--- src/shared/asc_pkg.sv ---
// package for the asynchronous static memory host controller
package asc_pkg;
  localparam int ADDR_W = 19;
  localparam int DATA_W = 16;
  localparam int LANE_W = 8;
  localparam int CLK_PERIOD_NS = 40;

  // minimum device timings in ns
  localparam int T_RC_NS = 70;
  localparam int T_ACC_NS = 70;
  localparam int T_OE_NS = 35;
  localparam int T_WC_NS = 70;
  localparam int T_CW_NS = 60;
  localparam int T_AW_NS = 60;
  localparam int T_WP_NS = 50;
  localparam int T_DW_NS = 30;
  localparam int T_HZ_NS = 25;
  localparam int T_OW_NS = 5;

  // least times round up to whole cycles, never below one
  function automatic int cyc_up(input int ns);
    int c;
    c = (ns + CLK_PERIOD_NS - 1) / CLK_PERIOD_NS;
    return (c < 1) ? 1 : c;
  endfunction : cyc_up

  localparam int CNT_W = 4;
  localparam logic [CNT_W-1:0] RD_CYC = CNT_W'(cyc_up(T_ACC_NS > T_RC_NS ? T_ACC_NS : T_RC_NS));
  localparam logic [CNT_W-1:0] WR_CYC = CNT_W'(cyc_up(T_AW_NS > T_WP_NS ? T_AW_NS : T_WP_NS));
  localparam logic [CNT_W-1:0] TURN_CYC = CNT_W'(cyc_up(T_HZ_NS > T_OW_NS ? T_HZ_NS : T_OW_NS));
  localparam logic [CNT_W-1:0] CNT_ONE = 4'h1;
  localparam logic [CNT_W-1:0] CNT_ZERO = 4'h0;

  // request from the user side
  typedef struct packed {
    logic write;
    logic [ADDR_W-1:0] addr;
    logic [DATA_W-1:0] wdata;
    logic [1:0] lane_en;
  } asc_req_t;

  // pin group toward the memory
  typedef struct packed {
    logic select_n;
    logic select_p;
    logic out_en_n;
    logic write_n;
    logic lower_lane_n;
    logic upper_lane_n;
    logic [ADDR_W-1:0] word_addr;
  } asc_pins_t;

  typedef enum logic [2:0] {
    ST_IDLE = 3'b000,
    ST_READ = 3'b001,
    ST_WRITE = 3'b010,
    ST_WEND = 3'b011,
    ST_TURN = 3'b100
  } asc_state_t;
endpackage : asc_pkg

--- src/hdl/asc_sync.sv ---
// two-flop synchroniser for the data lines read back from the memory
`timescale 1ns/1ns
`default_nettype none
module asc_sync (
  // clock and reset
  input wire logic clk,
  input wire logic reset,
  // data
  input wire logic [asc_pkg::DATA_W-1:0] din,
  output logic [asc_pkg::DATA_W-1:0] dout
);
  import asc_pkg::*;
  logic [DATA_W-1:0] meta_r;

  always_ff @(posedge clk) begin
    if (reset) begin
      meta_r <= '0;
      dout <= '0;
    end else begin
      meta_r <= din;
      dout <= meta_r;
    end
  end
endmodule : asc_sync
`default_nettype wire

--- src/hdl/asc_host.sv ---
// host controller driving an asynchronous 512k x 16 static memory
// Behaviour
// - read: selected, write strobe high, output enable low
// - write: selected, write strobe low, some lane enabled
// - selects asserted at least 60 ns before write ends
// - address and lane enables held 60 ns before write ends
// - address stable no later than write start
// - write data valid 30 ns before write ends, held 0 ns after
// - write ends at first control deassertion; address may change then
// - read address valid before select and lanes become active; here it latches at the same edge as them
`timescale 1ns/1ns
`default_nettype none
module asc_host (
  // clock and reset
  input wire logic clk,
  input wire logic reset,
  // user request side
  input wire logic req_valid,
  input wire asc_pkg::asc_req_t req,
  output logic req_ready,
  output logic rsp_valid,
  output logic [asc_pkg::DATA_W-1:0] rsp_rdata,
  // memory pins
  output asc_pkg::asc_pins_t pins,
  input wire logic [asc_pkg::DATA_W-1:0] data_lines_in,
  output logic [asc_pkg::DATA_W-1:0] data_lines_out,
  output logic [asc_pkg::DATA_W-1:0] data_lines_oe
);
  import asc_pkg::*;

  // the input synchroniser adds two clocks before read data can be trusted
  localparam logic [CNT_W-1:0] SYNC_CYC = 4'h2;

  asc_state_t state_r;
  logic [CNT_W-1:0] cnt_r;
  logic [DATA_W-1:0] rd_sync;
  logic [1:0] lanes_r;
  logic [1:0] req_lanes;
  logic take;
  logic take_rd;
  logic take_wr;
  logic cnt_last;
  logic rd_hold;
  logic wr_hold;

  // no request with both lanes off reaches the pins: it would be a deselect
  function automatic logic [1:0] lanes_of(input logic [1:0] en);
    return (en == 2'b00) ? 2'b11 : en;
  endfunction : lanes_of

  // spread one enable bit per lane over that lane's data bits
  function automatic logic [DATA_W-1:0] lane_mask(input logic [1:0] en);
    return {{LANE_W{en[1]}}, {LANE_W{en[0]}}};
  endfunction : lane_mask

  // decodes shared by the strobe, drive and response logic
  assign req_lanes = lanes_of(req.lane_en);
  assign take = (state_r == ST_IDLE) && req_valid;
  assign take_rd = take && !req.write;
  assign take_wr = take && req.write;
  assign cnt_last = (cnt_r == CNT_ONE);
  // a read keeps its output enable, a write all its strobes, up to but not past its last counted clock
  assign rd_hold = (state_r == ST_READ) && !cnt_last;
  assign wr_hold = (state_r == ST_WRITE) && !cnt_last;

  asc_sync u_sync (
    .clk(clk),
    .reset(reset),
    .din(data_lines_in),
    .dout(rd_sync)
  );

  // sequencing: every phase lasts whole clocks covering its minimum
  always_ff @(posedge clk) begin
    if (reset) begin
      state_r <= ST_IDLE;
      cnt_r <= CNT_ZERO;
    end else begin
      case (state_r)
        ST_IDLE: begin
          if (req_valid) begin
            state_r <= req.write ? ST_WRITE : ST_READ;
            // two extra clocks for the input synchroniser on reads
            cnt_r <= req.write ? WR_CYC : CNT_W'(RD_CYC + SYNC_CYC);
          end
        end
        ST_READ: begin
          if (cnt_r == CNT_ONE) begin
            state_r <= ST_TURN;
            cnt_r <= TURN_CYC;
          end else begin
            cnt_r <= cnt_r - CNT_ONE;
          end
        end
        ST_WRITE: begin
          if (cnt_r == CNT_ONE) begin
            state_r <= ST_WEND;
            cnt_r <= CNT_ONE;
          end else begin
            cnt_r <= cnt_r - CNT_ONE;
          end
        end
        ST_WEND: begin
          state_r <= ST_TURN;
          cnt_r <= TURN_CYC;
        end
        ST_TURN: begin
          // recovery lets memory drivers float before the next access
          if (cnt_r == CNT_ONE) begin
            state_r <= ST_IDLE;
            cnt_r <= CNT_ZERO;
          end else begin
            cnt_r <= cnt_r - CNT_ONE;
          end
        end
        default: begin
          state_r <= ST_IDLE;
          cnt_r <= CNT_ZERO;
        end
      endcase
    end
  end

  // lanes and write data latch at acceptance; the address latches with the strobes
  always_ff @(posedge clk) begin
    if (reset) begin
      lanes_r <= 2'h0;
      data_lines_out <= '0;
    end else if (take) begin
      lanes_r <= req_lanes;
      data_lines_out <= req.wdata;
    end
  end

  // strobes: selected during the whole access, deselected with the write strobe or one cycle after output enable
  always_ff @(posedge clk) begin
    if (reset) begin
      pins.select_n <= 1'b1;
      pins.select_p <= 1'b0;
      pins.out_en_n <= 1'b1;
      pins.write_n <= 1'b1;
      pins.lower_lane_n <= 1'b1;
      pins.upper_lane_n <= 1'b1;
      pins.word_addr <= '0;
    end else begin
      // address latches at acceptance, at the same edge as the strobes first move
      if (take) begin
        pins.word_addr <= req.addr;
      end
      pins.select_n <= !(take || state_r == ST_READ || wr_hold);
      pins.select_p <= take || state_r == ST_READ || wr_hold;
      // read enables output; write keeps it high so it never fights the drivers
      pins.out_en_n <= !(take_rd || rd_hold);
      // write strobe and lanes held together so all three end at the same edge
      pins.write_n <= !(take_wr || wr_hold);
      if (take) begin
        pins.lower_lane_n <= !req_lanes[0];
        pins.upper_lane_n <= !req_lanes[1];
      end else if (state_r == ST_READ || wr_hold) begin
        pins.lower_lane_n <= !lanes_r[0];
        pins.upper_lane_n <= !lanes_r[1];
      end else begin
        pins.lower_lane_n <= 1'b1;
        pins.upper_lane_n <= 1'b1;
      end
    end
  end

  // host drives data only across the write plus one hold cycle
  always_ff @(posedge clk) begin
    if (reset) begin
      data_lines_oe <= '0;
    end else if (take_wr) begin
      // drive stops one clock after the strobes, covering the zero data hold
      data_lines_oe <= lane_mask(req_lanes);
    end else if (state_r == ST_WRITE) begin
      data_lines_oe <= lane_mask(lanes_r);
    end else begin
      data_lines_oe <= '0;
    end
  end

  // read data sampled only once the access time plus sync delay elapsed
  always_ff @(posedge clk) begin
    if (reset) begin
      rsp_valid <= 1'b0;
      rsp_rdata <= '0;
    end else begin
      rsp_valid <= (state_r == ST_READ) && cnt_last;
      if ((state_r == ST_READ) && cnt_last) begin
        // disabled lanes read as zero since they float
        rsp_rdata <= rd_sync & lane_mask(lanes_r);
      end
    end
  end

  always_ff @(posedge clk) begin
    if (reset) begin
      req_ready <= 1'b0;
    end else begin
      // ready once the turnaround ends or while idle with no request, so a new take never meets live drivers
      req_ready <= (state_r == ST_TURN && cnt_r == CNT_ONE) ||
                   (state_r == ST_IDLE && !req_valid);
    end
  end
endmodule : asc_host
`default_nettype wire

--- config.mk ---
export PLATFORM = sky130hd
export DESIGN_NAME = asc_host
export DESIGN_NICKNAME = d
export VERILOG_FILES = /design/src/shared/asc_pkg.sv /design/src/hdl/asc_sync.sv /design/src/hdl/asc_host.sv
export SDC_FILE = /design/constraint.sdc
export NUM_CORES = 1
export LEC_CHECK = 0
export BUFFER_PORTS_ARGS = -buffer_cell sky130_fd_sc_hd__buf_2
export CAP_MARGIN = 25
export CORE_MARGIN = 2
export CORE_UTILIZATION = 40
export DETAILED_ROUTE_END_ITERATION = 12
export HOLD_SLACK_MARGIN = 0.08
export PLACE_DENSITY = 0.67
export SYNTH_ARGS = -nofsm -noshare
export SYNTH_HDL_FRONTEND = slang
export SYNTH_HIERARCHICAL = 1
export SYNTH_SLANG_ARGS = --single-unit
--- constraint.sdc ---
create_clock -name clk -period 2.6 [get_ports clk]
set_input_delay 0.52 -clock clk [delete_from_list [all_inputs] [get_ports clk]]
set_output_delay 0.52 -clock clk [all_outputs]
set_load 0.05 [all_outputs]
==> metrics.txt, run 1 <==
Max-cap violations 0; internal power 2430 uW; Vias/cell 4.84; Final Critical Period 2020 ps; DRT iter0 DRCs 93; VDD IR-drop max 0.000310 V; clk root buf clkbuf_8; layout cells sized above 1 0.306; Critical Path Fanout Max 16; FMAX 0.494 GHz; crit path launch type flop; clock buffer depth 2; Post-CTS Resized 0; clk_lat worst skew 350 ps; PwrDens 789 nW/um2; Post-Syn Area per Cell 8.97 um2; Non-Filler Instances 630; Die Height 100 um; Nets 573; Final Setup Violations 0; die area 10000 um2; post-DP HPWL 5440 um; EDFF count, synth 0; worst setup path start cnt_r[0]; post-synthesis sequential area ratio 0.554; routability-driven placement congestion ratio 0.805; Hold WC Path Type input pin to flop; kind of cell adding the most delay to the critical path simple AND/OR/NAND/NOR gates; routed wire length 7780 um; IO Pins 132; Post-CTS Setup Bufs 0; Routed WL per cell 12.3 um; RSZ-0062 raised after global routing no; Syn. warnings 6; DRC errors left 0; Synth area leaders dfxtp_1, nand2_1, a21oi_1; hold buffers post-CTS 0; fin crit share 0.778; Setup crit end kind flop; first-pass GRT wire length 12,700 um; Mapped Area 3690 um2; sequential fraction of design power 0.495; largest net degree at the start of global routing 41; Reg-to-Reg Start cnt_r[0]; Lkg Pwr 0.00199 uW; area leader, netlist dfxtp_1; Syn Inst Count 411; hold wc startpoint data_lines_in[5]; clock power share 0.298; # fillers 860; die width 100 um; via count 3,051; Netlist cell types 43; worst-path cell chain ha_1 -> or3b_1 -> nor3_4 -> nand3_1 -> a21oi_1; worst path required time 2880 ps; # placed instances 614; switching pwr 1100 uW; slowest stage delay, CP 550 ps; max_slew headroom 0.610; Final Max Tran Viols 0; critical path buffer and inverter count 0; data arrival time of the worst path 2300 ps; slowest CP cell nor3_4; Worst path depth 5; met3 WL 559 um; core area 9110 um2; Cell Rows 35; ys flop type dfxtp_1; CP Class flop to flop; post-route cell area 4480 um2; outcome completed; layout overhead on the synthesized area 21.5%; share of the synthesized area in the top cell type 0.554; initial antenna violation count 0; FF+latch count, synth 102; uppermost layer routed met4; pre-CTS setup slack 592 ps; flop2flop setup slack 580 ps; ys async rst share 0; vias in the first global route 2,738; cts bufs inserted 9; Initial Utilization 0.405; drt first pass iters 4; placed cell area 4260 um2; Synth Net Count 470; Worst Setup EP rsp_rdata[9]; M1 WL 3470 um; multi-input combinational cell area 1350 um2; worst flop-to-flop path endpoint rsp_rdata[9]; Reg2Reg Depth 5; GRT Total Usage 0.156; total gr overflow 0; Worst-Margin Slew 583 ps; Setup WS post-layout 576 ps; met2 wire len 3670 um; clock transition at the registers of the reported paths 90 ps; port bufs 131; Ant. Diodes 0; Sw Share 0.312; Comb pwr share 0.207; Register Area 2040 um2; htree depth 3; final antenna-violating net count 0; post-route setup TNS 0 ps; Sink Count 102; final hold violation count 0; Clock Skew 9.49 ps; CTS tree done
[worst reg2reg max path: cells and delay by family, from the launching register on]
family / cells / cell delay, ps
AO/OA/AOI/OAI: 1 / 170
adder cells (fa/ha/maj): 1 / 190
flip-flops: 1 / 420
AND/OR/NAND/NOR: 3 / 1200
[registers in the layout (all words and copies together) (netlist names)]
signal / count
u_sync/meta_r: 16
cnt_r: 4
pins: 25
lanes_r: 2
data_lines_oe: 2
u_sync/dout: 16
rsp_rdata: 16
state_r: 3
rsp_valid: 1
req_ready: 1
data_lines_out: 16
[placed cells by master, fill, tap and decap left out, types with 2 or more instances in the layout]
| cell type | n |
|---|---|
| nor2_1 | 4 |
| a21oi_1 | 59 |
| nor3_1 | 2 |
| and3_1 | 2 |
| nor4_1 | 3 |
| clkinvlp_4 | 2 |
| a41oi_1 | 2 |
| nor2b_1 | 33 |
| and2_1 | 2 |
| xor2_1 | 3 |
| clkbuf_1 | 2 |
| a22o_2 | 2 |
| dfxtp_1 | 102 |
| buf_4 | 4 |
| nor3b_1 | 2 |
| inv_1 | 6 |
| buf_2 | 131 |
| bufinv_16 | 2 |
| clkbuf_8 | 9 |
| nand3_1 | 17 |
| nand2b_1 | 3 |
| a32oi_1 | 2 |
| nand2_1 | 96 |
| o21ai_0 | 6 |
| ha_1 | 2 |
[cell families (layout without fill, tap and decap cells)]
family          count (synthesis)  count (layout)  synth area share
fa+ha+maj                       2               2           0.00679
buf+inv                        50             158            0.0787
simple gates                  171             171             0.222
xor+xnor                        3               3           0.00713
compound gates                 82              82             0.129
flops                         102             102             0.554
mux                             1               1           0.00305
[how the worst min path moves through the flow]
stage	cells after the start	slack, ps	endpoint
after global routing	2	360	u_sync/meta_r[12]
final	2	380	u_sync/meta_r[5]
after floorplan	1	410	u_sync/dout[0]
after global placement	1	420	u_sync/dout[6]
after CTS	2	360	u_sync/meta_r[4]
after detailed placement	1	420	u_sync/dout[3]
[cell usage after synthesis (4+ instances only)]
library cell and count:
nor2b_1 33, nand3_1 17, clkbuf_1 16, o21ai_0 6, a21oi_1 59, buf_4 18, nand2_1 96, buf_2 7
dfxtp_1 102, inv_1 6, nor2_1 4
[power by group through the flow]
stage | combinational, uW | sequential, uW | clock [uW]
global placement | 725 | 1780 | 0
detailed placement | 734 | 1790 | 0
global route | 792 | 1760 | 1160
CTS | 737 | 1750 | 1090
finish | 731 | 1750 | 1050
floorplan | 376 | 1980 | 0
[layout make-up]
type                       instances  area share
tap                              111      0.0310
clock inverter                     5      0.0187
timing repair buffer             136       0.158
sequential                       102       0.456
inverter                           6     0.00503
clock buffer                      11      0.0293
multi-input combinational        259       0.302
[layer usage]
layer | up-vias | global-route usage
met5 | - | 0
met4 | 0 | 0.0485
met3 | 10 | 0.0376
met2 | 109 | 0.267
met1 | 1387 | 0.194
li1 | 1545 | -
[per-stage QoR]
| step | power, uW | util | hold slack [ps] |
|---|---|---|---|
| floorplan | 2350 | - | 414 |
| global placement | 2510 | 0.468 | 421 |
| detailed placement | 2520 | 0.468 | 421 |
| CTS | 3570 | 0.492 | 365 |
| global route | 3710 | 0.492 | 363 |
| finish | 3530 | 0.492 | 378 |
(Power assumes the default switching activity.)
==> run 2, diff against run 1 <==
==> constraint.sdc (replaced) <==
create_clock -name clk -period 2.1 [get_ports clk]
set_input_delay 0.42 -clock clk [delete_from_list [all_inputs] [get_ports clk]]
set_output_delay 0.42 -clock clk [all_outputs]
set_load 0.05 [all_outputs]
==> metrics.txt, run 2 (synthesis results as in run 1) <==
outcome completed; critical path buffer and inverter count 0; CP Class flop to flop; Max-cap violations 0; clk_lat worst skew 360 ps; Post-CTS Resized 0; crit path launch type flop; slowest stage delay, CP 530 ps; most common cell after layout, fill and taps aside buf_2; DRC errors left 0; Die Height 100 um; vias in the first global route 2,682; Vias/cell 4.73; htree depth 3; core area 9110 um2; Final Critical Period 1920 ps; IO Pins 132; multi-input combinational cell area 1350 um2; Initial Utilization 0.405; kind of cell adding the most delay to the critical path simple AND/OR/NAND/NOR gates; Cell Rows 35; CTS tree done; FMAX 0.520 GHz; Reg2Reg Depth 5; final cell utilization of the core 0.499; slowest CP cell or3_4; Hold WC Path Type input pin to flop; layout overhead on the synthesized area 23.4%; # placed instances 618; via count 3,000; # fillers 879; Routed WL per cell 12.4 um; max_slew headroom 0.652; Lkg Pwr 0.00203 uW; Ant. Diodes 0; Post-CTS Setup Bufs 0; final antenna-violating net count 0; die width 100 um; port bufs 131; final hold violation count 0; GRT Total Usage 0.158; Critical Path Fanout Max 17; DRT iter0 DRCs 219; pre-CTS setup slack 188 ps; first-pass GRT wire length 12,700 um; clock buffer depth 2; post-route setup TNS 0 ps; VDD IR-drop max 0.000519 V; worst path required time 2350 ps; post-DP HPWL 5540 um; Non-Filler Instances 634; Nets 577; Sink Count 102; total gr overflow 0; fin crit share 0.917; drt first pass iters 4; initial antenna violation count 0; Register Area 2040 um2; Worst-Margin Slew 521 ps; PwrDens 985 nW/um2; Final Setup Violations 0; Clock Skew 9.40 ps; hold buffers post-CTS 0; max FFs per register 25; Setup WS post-layout 175 ps; cts bufs inserted 9; routed wire length 7870 um; routability-driven placement congestion ratio 0.820; RSZ-0062 raised after global routing no; Worst Hold Path Cells 2; clock transition at the registers of the reported paths 100 ps; worst-path cell chain ha_1 -> or3b_1 -> or3_4 -> nand2_1 -> a21oi_1; largest net degree at the start of global routing 71; data arrival time of the worst path 2170 ps; Worst path depth 5; Largest Register pins; commonest non-fill, non-tap cells in the layout buf_2, dfxtp_1, nand2_1; clk root buf clkbuf_8; Setup crit end kind flop; die area 10000 um2; Final Max Tran Viols 0; layout cells sized above 1 0.315
[run 2: cell type report]
type	instances	area share
Sequential cell	102	0.449
Clock inverter	7	0.0231
Tap cell	111	0.0305
Multi-Input combinational cell	259	0.298
Clock buffer	9	0.0272
Timing Repair Buffer	140	0.167
Inverter	6	0.00495
[run 2: where the power goes]
part / switching, uW / total (uW) / internal, uW
clock: 692 / 1380 / 688
sequential: 81.6 / 2150 / 2070
combinational: 664 / 951 / 287
total: 1440 / 4480 / 3040
[run 2: through the flow]
stage                     hold slack, ps  area, um2  power [uW]
after floorplan                      414       3690        2910
after global placement               420       4320        3130
after detailed placement             421       4320        3150
after CTS                            238       4550        4520
after global routing                 241       4550        4700
final                                257       4550        4480
[run 2: worst paths after layout]
kind	end	start	slack [ps]
worst max-delay path	rsp_rdata[5]	cnt_r[0]	180
worst min-delay path	u_sync/meta_r[2]	data_lines_in[2]	260
worst max register to register	rsp_rdata[5]	cnt_r[0]	180
worst min register to register	u_sync/dout[14]	u_sync/meta_r[14]	440
[run 2: layer usage]
metal	track usage	vias to the layer above	wire, um
li1	-	1545	-
met1	0.203	1342	3630
met2	0.260	107	3720
met3	0.0432	6	472
met4	0.0485	0	50
met5	0	-	0
==> run 3, diff against run 2 <==
--- a/config.mk
+++ b/config.mk
@@ -5,13 +5,14 @@
 export SDC_FILE = /design/constraint.sdc
 export NUM_CORES = 1
 export LEC_CHECK = 0
+export ABC_AREA = 1
 export BUFFER_PORTS_ARGS = -buffer_cell sky130_fd_sc_hd__buf_2
 export CAP_MARGIN = 25
 export CORE_MARGIN = 2
 export CORE_UTILIZATION = 40
 export DETAILED_ROUTE_END_ITERATION = 12
 export HOLD_SLACK_MARGIN = 0.08
-export PLACE_DENSITY = 0.67
+export PLACE_DENSITY = 0.66
 export SYNTH_ARGS = -nofsm -noshare
 export SYNTH_HDL_FRONTEND = slang
 export SYNTH_HIERARCHICAL = 1
==> metrics.txt, run 3 <==
commonest non-fill, non-tap cells in the layout buf_2, nor2_1, dfxtp_1; crit path launch type flop; flop2flop setup slack 500 ps; via count 3,162; initial antenna violation count 0; ys flop type dfxtp_1; switching pwr 2840 uW; Synth area leaders dfxtp_1, nor2_1, o21ai_0; Lkg Pwr 0.00229 uW; Reg-to-Reg Start cnt_r[1]; final cell utilization of the core 0.492; Die Height 101 um; routed wire length 8170 um; clock transition at the registers of the reported paths 110 ps; worst path required time 2400 ps; htree depth 3; layout overhead on the synthesized area 20.4%; worst flop-to-flop path endpoint rsp_rdata[10]; Sink Count 102; layout cells sized above 1 0.287; share of the synthesized area in the top cell type 0.546; clock buffer depth 2; total power draw 6180 uW; data arrival time of the worst path 1900 ps; Syn Inst Count 464; core area 9150 um2; die width 101 um; Synth Net Count 523; ys async rst share 0; max_slew headroom 0.649; RSZ-0062 raised after global routing no; die area 10,100 um2; Setup crit end kind flop; cts bufs inserted 9; VDD IR-drop max 0.000544 V; Mapped Area 3740 um2; final antenna-violating net count 0; PwrDens 1370 nW/um2; Largest Register pins; cell with the most instances after synthesis nor2_1; FF+latch count, synth 102; first-pass GRT wire length 13,400 um; clk_lat worst skew 380 ps; post-route setup TNS 0 ps; most common cell after layout, fill and taps aside buf_2; clk root buf clkbuf_8; routability-driven placement congestion ratio 0.889; outcome completed; post-DP HPWL 5790 um; Worst Hold Path Cells 3; vias in the first global route 2,892; largest net degree at the start of global routing 59; hold path endpoint u_sync/meta_r[10]; Clock Skew 15.2 ps; DRC errors left 0; Reg2Reg Depth 6; Critical Path Fanout Max 17; Worst-Margin Slew 526 ps; internal power 3340 uW; Nets 633; EDFF count, synth 0; clock power share 0.197; Post-CTS Setup Bufs 0; GRT Total Usage 0.167; area leader, netlist dfxtp_1; Final Setup Violations 0; DRT iter0 DRCs 153; drt first pass iters 4; CTS tree done; sequential fraction of design power 0.401; total gr overflow 0; Post-synth top cells nor2_1, dfxtp_1, o21ai_0; post-synthesis sequential area ratio 0.546; port bufs 131; Final Critical Period 1600 ps; CP Class flop to flop; Post-CTS Resized 0; Ant. Diodes 0; FMAX 0.624 GHz; Final Max Tran Viols 0; hold wc startpoint data_lines_in[10]; Syn. warnings 6; hold buffers post-CTS 0; Post-Syn Area per Cell 8.05 um2; Sw Share 0.460; max FFs per register 25; Max-cap violations 0; Cell Rows 35; fin crit share 0.764; Vias/cell 4.58; IO Pins 132; Routed WL per cell 11.8 um; Hold WC Path Type input pin to flop; Initial Utilization 0.408; final hold violation count 0; Netlist cell types 25; Comb pwr share 0.402
## run 3: cell count changes in the layout (fill, tap and decap cells not counted), moves of 6 or more
| cell | previous run | this run |
|---|---|---|
| o21ai_1 | 0 | 6 |
| inv_1 | 6 | 48 |
| o21ai_0 | 6 | 52 |
| a21oi_1 | 59 | 8 |
| nor2_1 | 4 | 115 |
| nor2b_1 | 33 | 0 |
| nand3_1 | 17 | 26 |
| nand2_1 | 96 | 50 |
## run 3: cells by family (layout without fill, tap and decap cells)
logic type,after synthesis,count (layout),synth area share
flip-flops,102,102,0.546
adder cells (fa/ha/maj),2,2,0.00669
AO/OA/AOI/OAI,70,70,0.0974
buffers and inverters,89,204,0.123
AND/OR/NAND/NOR,201,201,0.227
## run 3: per-layer routing
metal,global-route usage,share of wire
met5,0,0
met4,0.0832,0.029
met3,0.0444,0.055
met2,0.270,0.49
met1,0.206,0.43
## run 3: layout make-up
type                    instances  area, um2
clock buffers                   9        124
clock inverters                 7       73.8
fillers                       919       4650
inverters                      53        199
multi-input cells             273       1240
flip-flops and latches        102       2040
well taps                     111        139
repair buffers                135        686
## run 3: through the flow
stage	cells	worst slack [ps]	hold slack (ps)	area (um2)
finish	690	497	228	4500
global route	690	307	213	4500
CTS	690	491	216	4500
detailed placement	674	515	395	4300
global placement	674	628	391	4300
floorplan	464	667	388	3740
## run 3: critical path, stage by stage, from the launching register on
cell     delay, ps
dfxtp_1        330
inv_1          120
ha_1           160
nand2_1         80
nor2_4         210
nand4_2        340
o21ai_0        290
## run 3: worst max path at each step
stage                           start           endpoint  slack, ps  cells past startpoint
finish                       cnt_r[1]      rsp_rdata[10]        500                      6
detailed placement           cnt_r[1]      rsp_rdata[10]        510                      6
global placement             cnt_r[1]      rsp_rdata[12]        630                      7
floorplan           data_lines_oe[14]  data_lines_oe[10]        670                      1
CTS                          cnt_r[1]      rsp_rdata[10]        490                      6
global route                 cnt_r[1]      rsp_rdata[10]        310                      6
## run 3: power by group through the flow
stage,Sequential (uW),Clock [uW],Combinational (uW)
after detailed placement,2520,0,2490
after CTS,2470,1250,2500
final,2480,1220,2480
after global placement,2510,0,2470
after global routing,2520,1340,2730
after floorplan,3310,0,1240
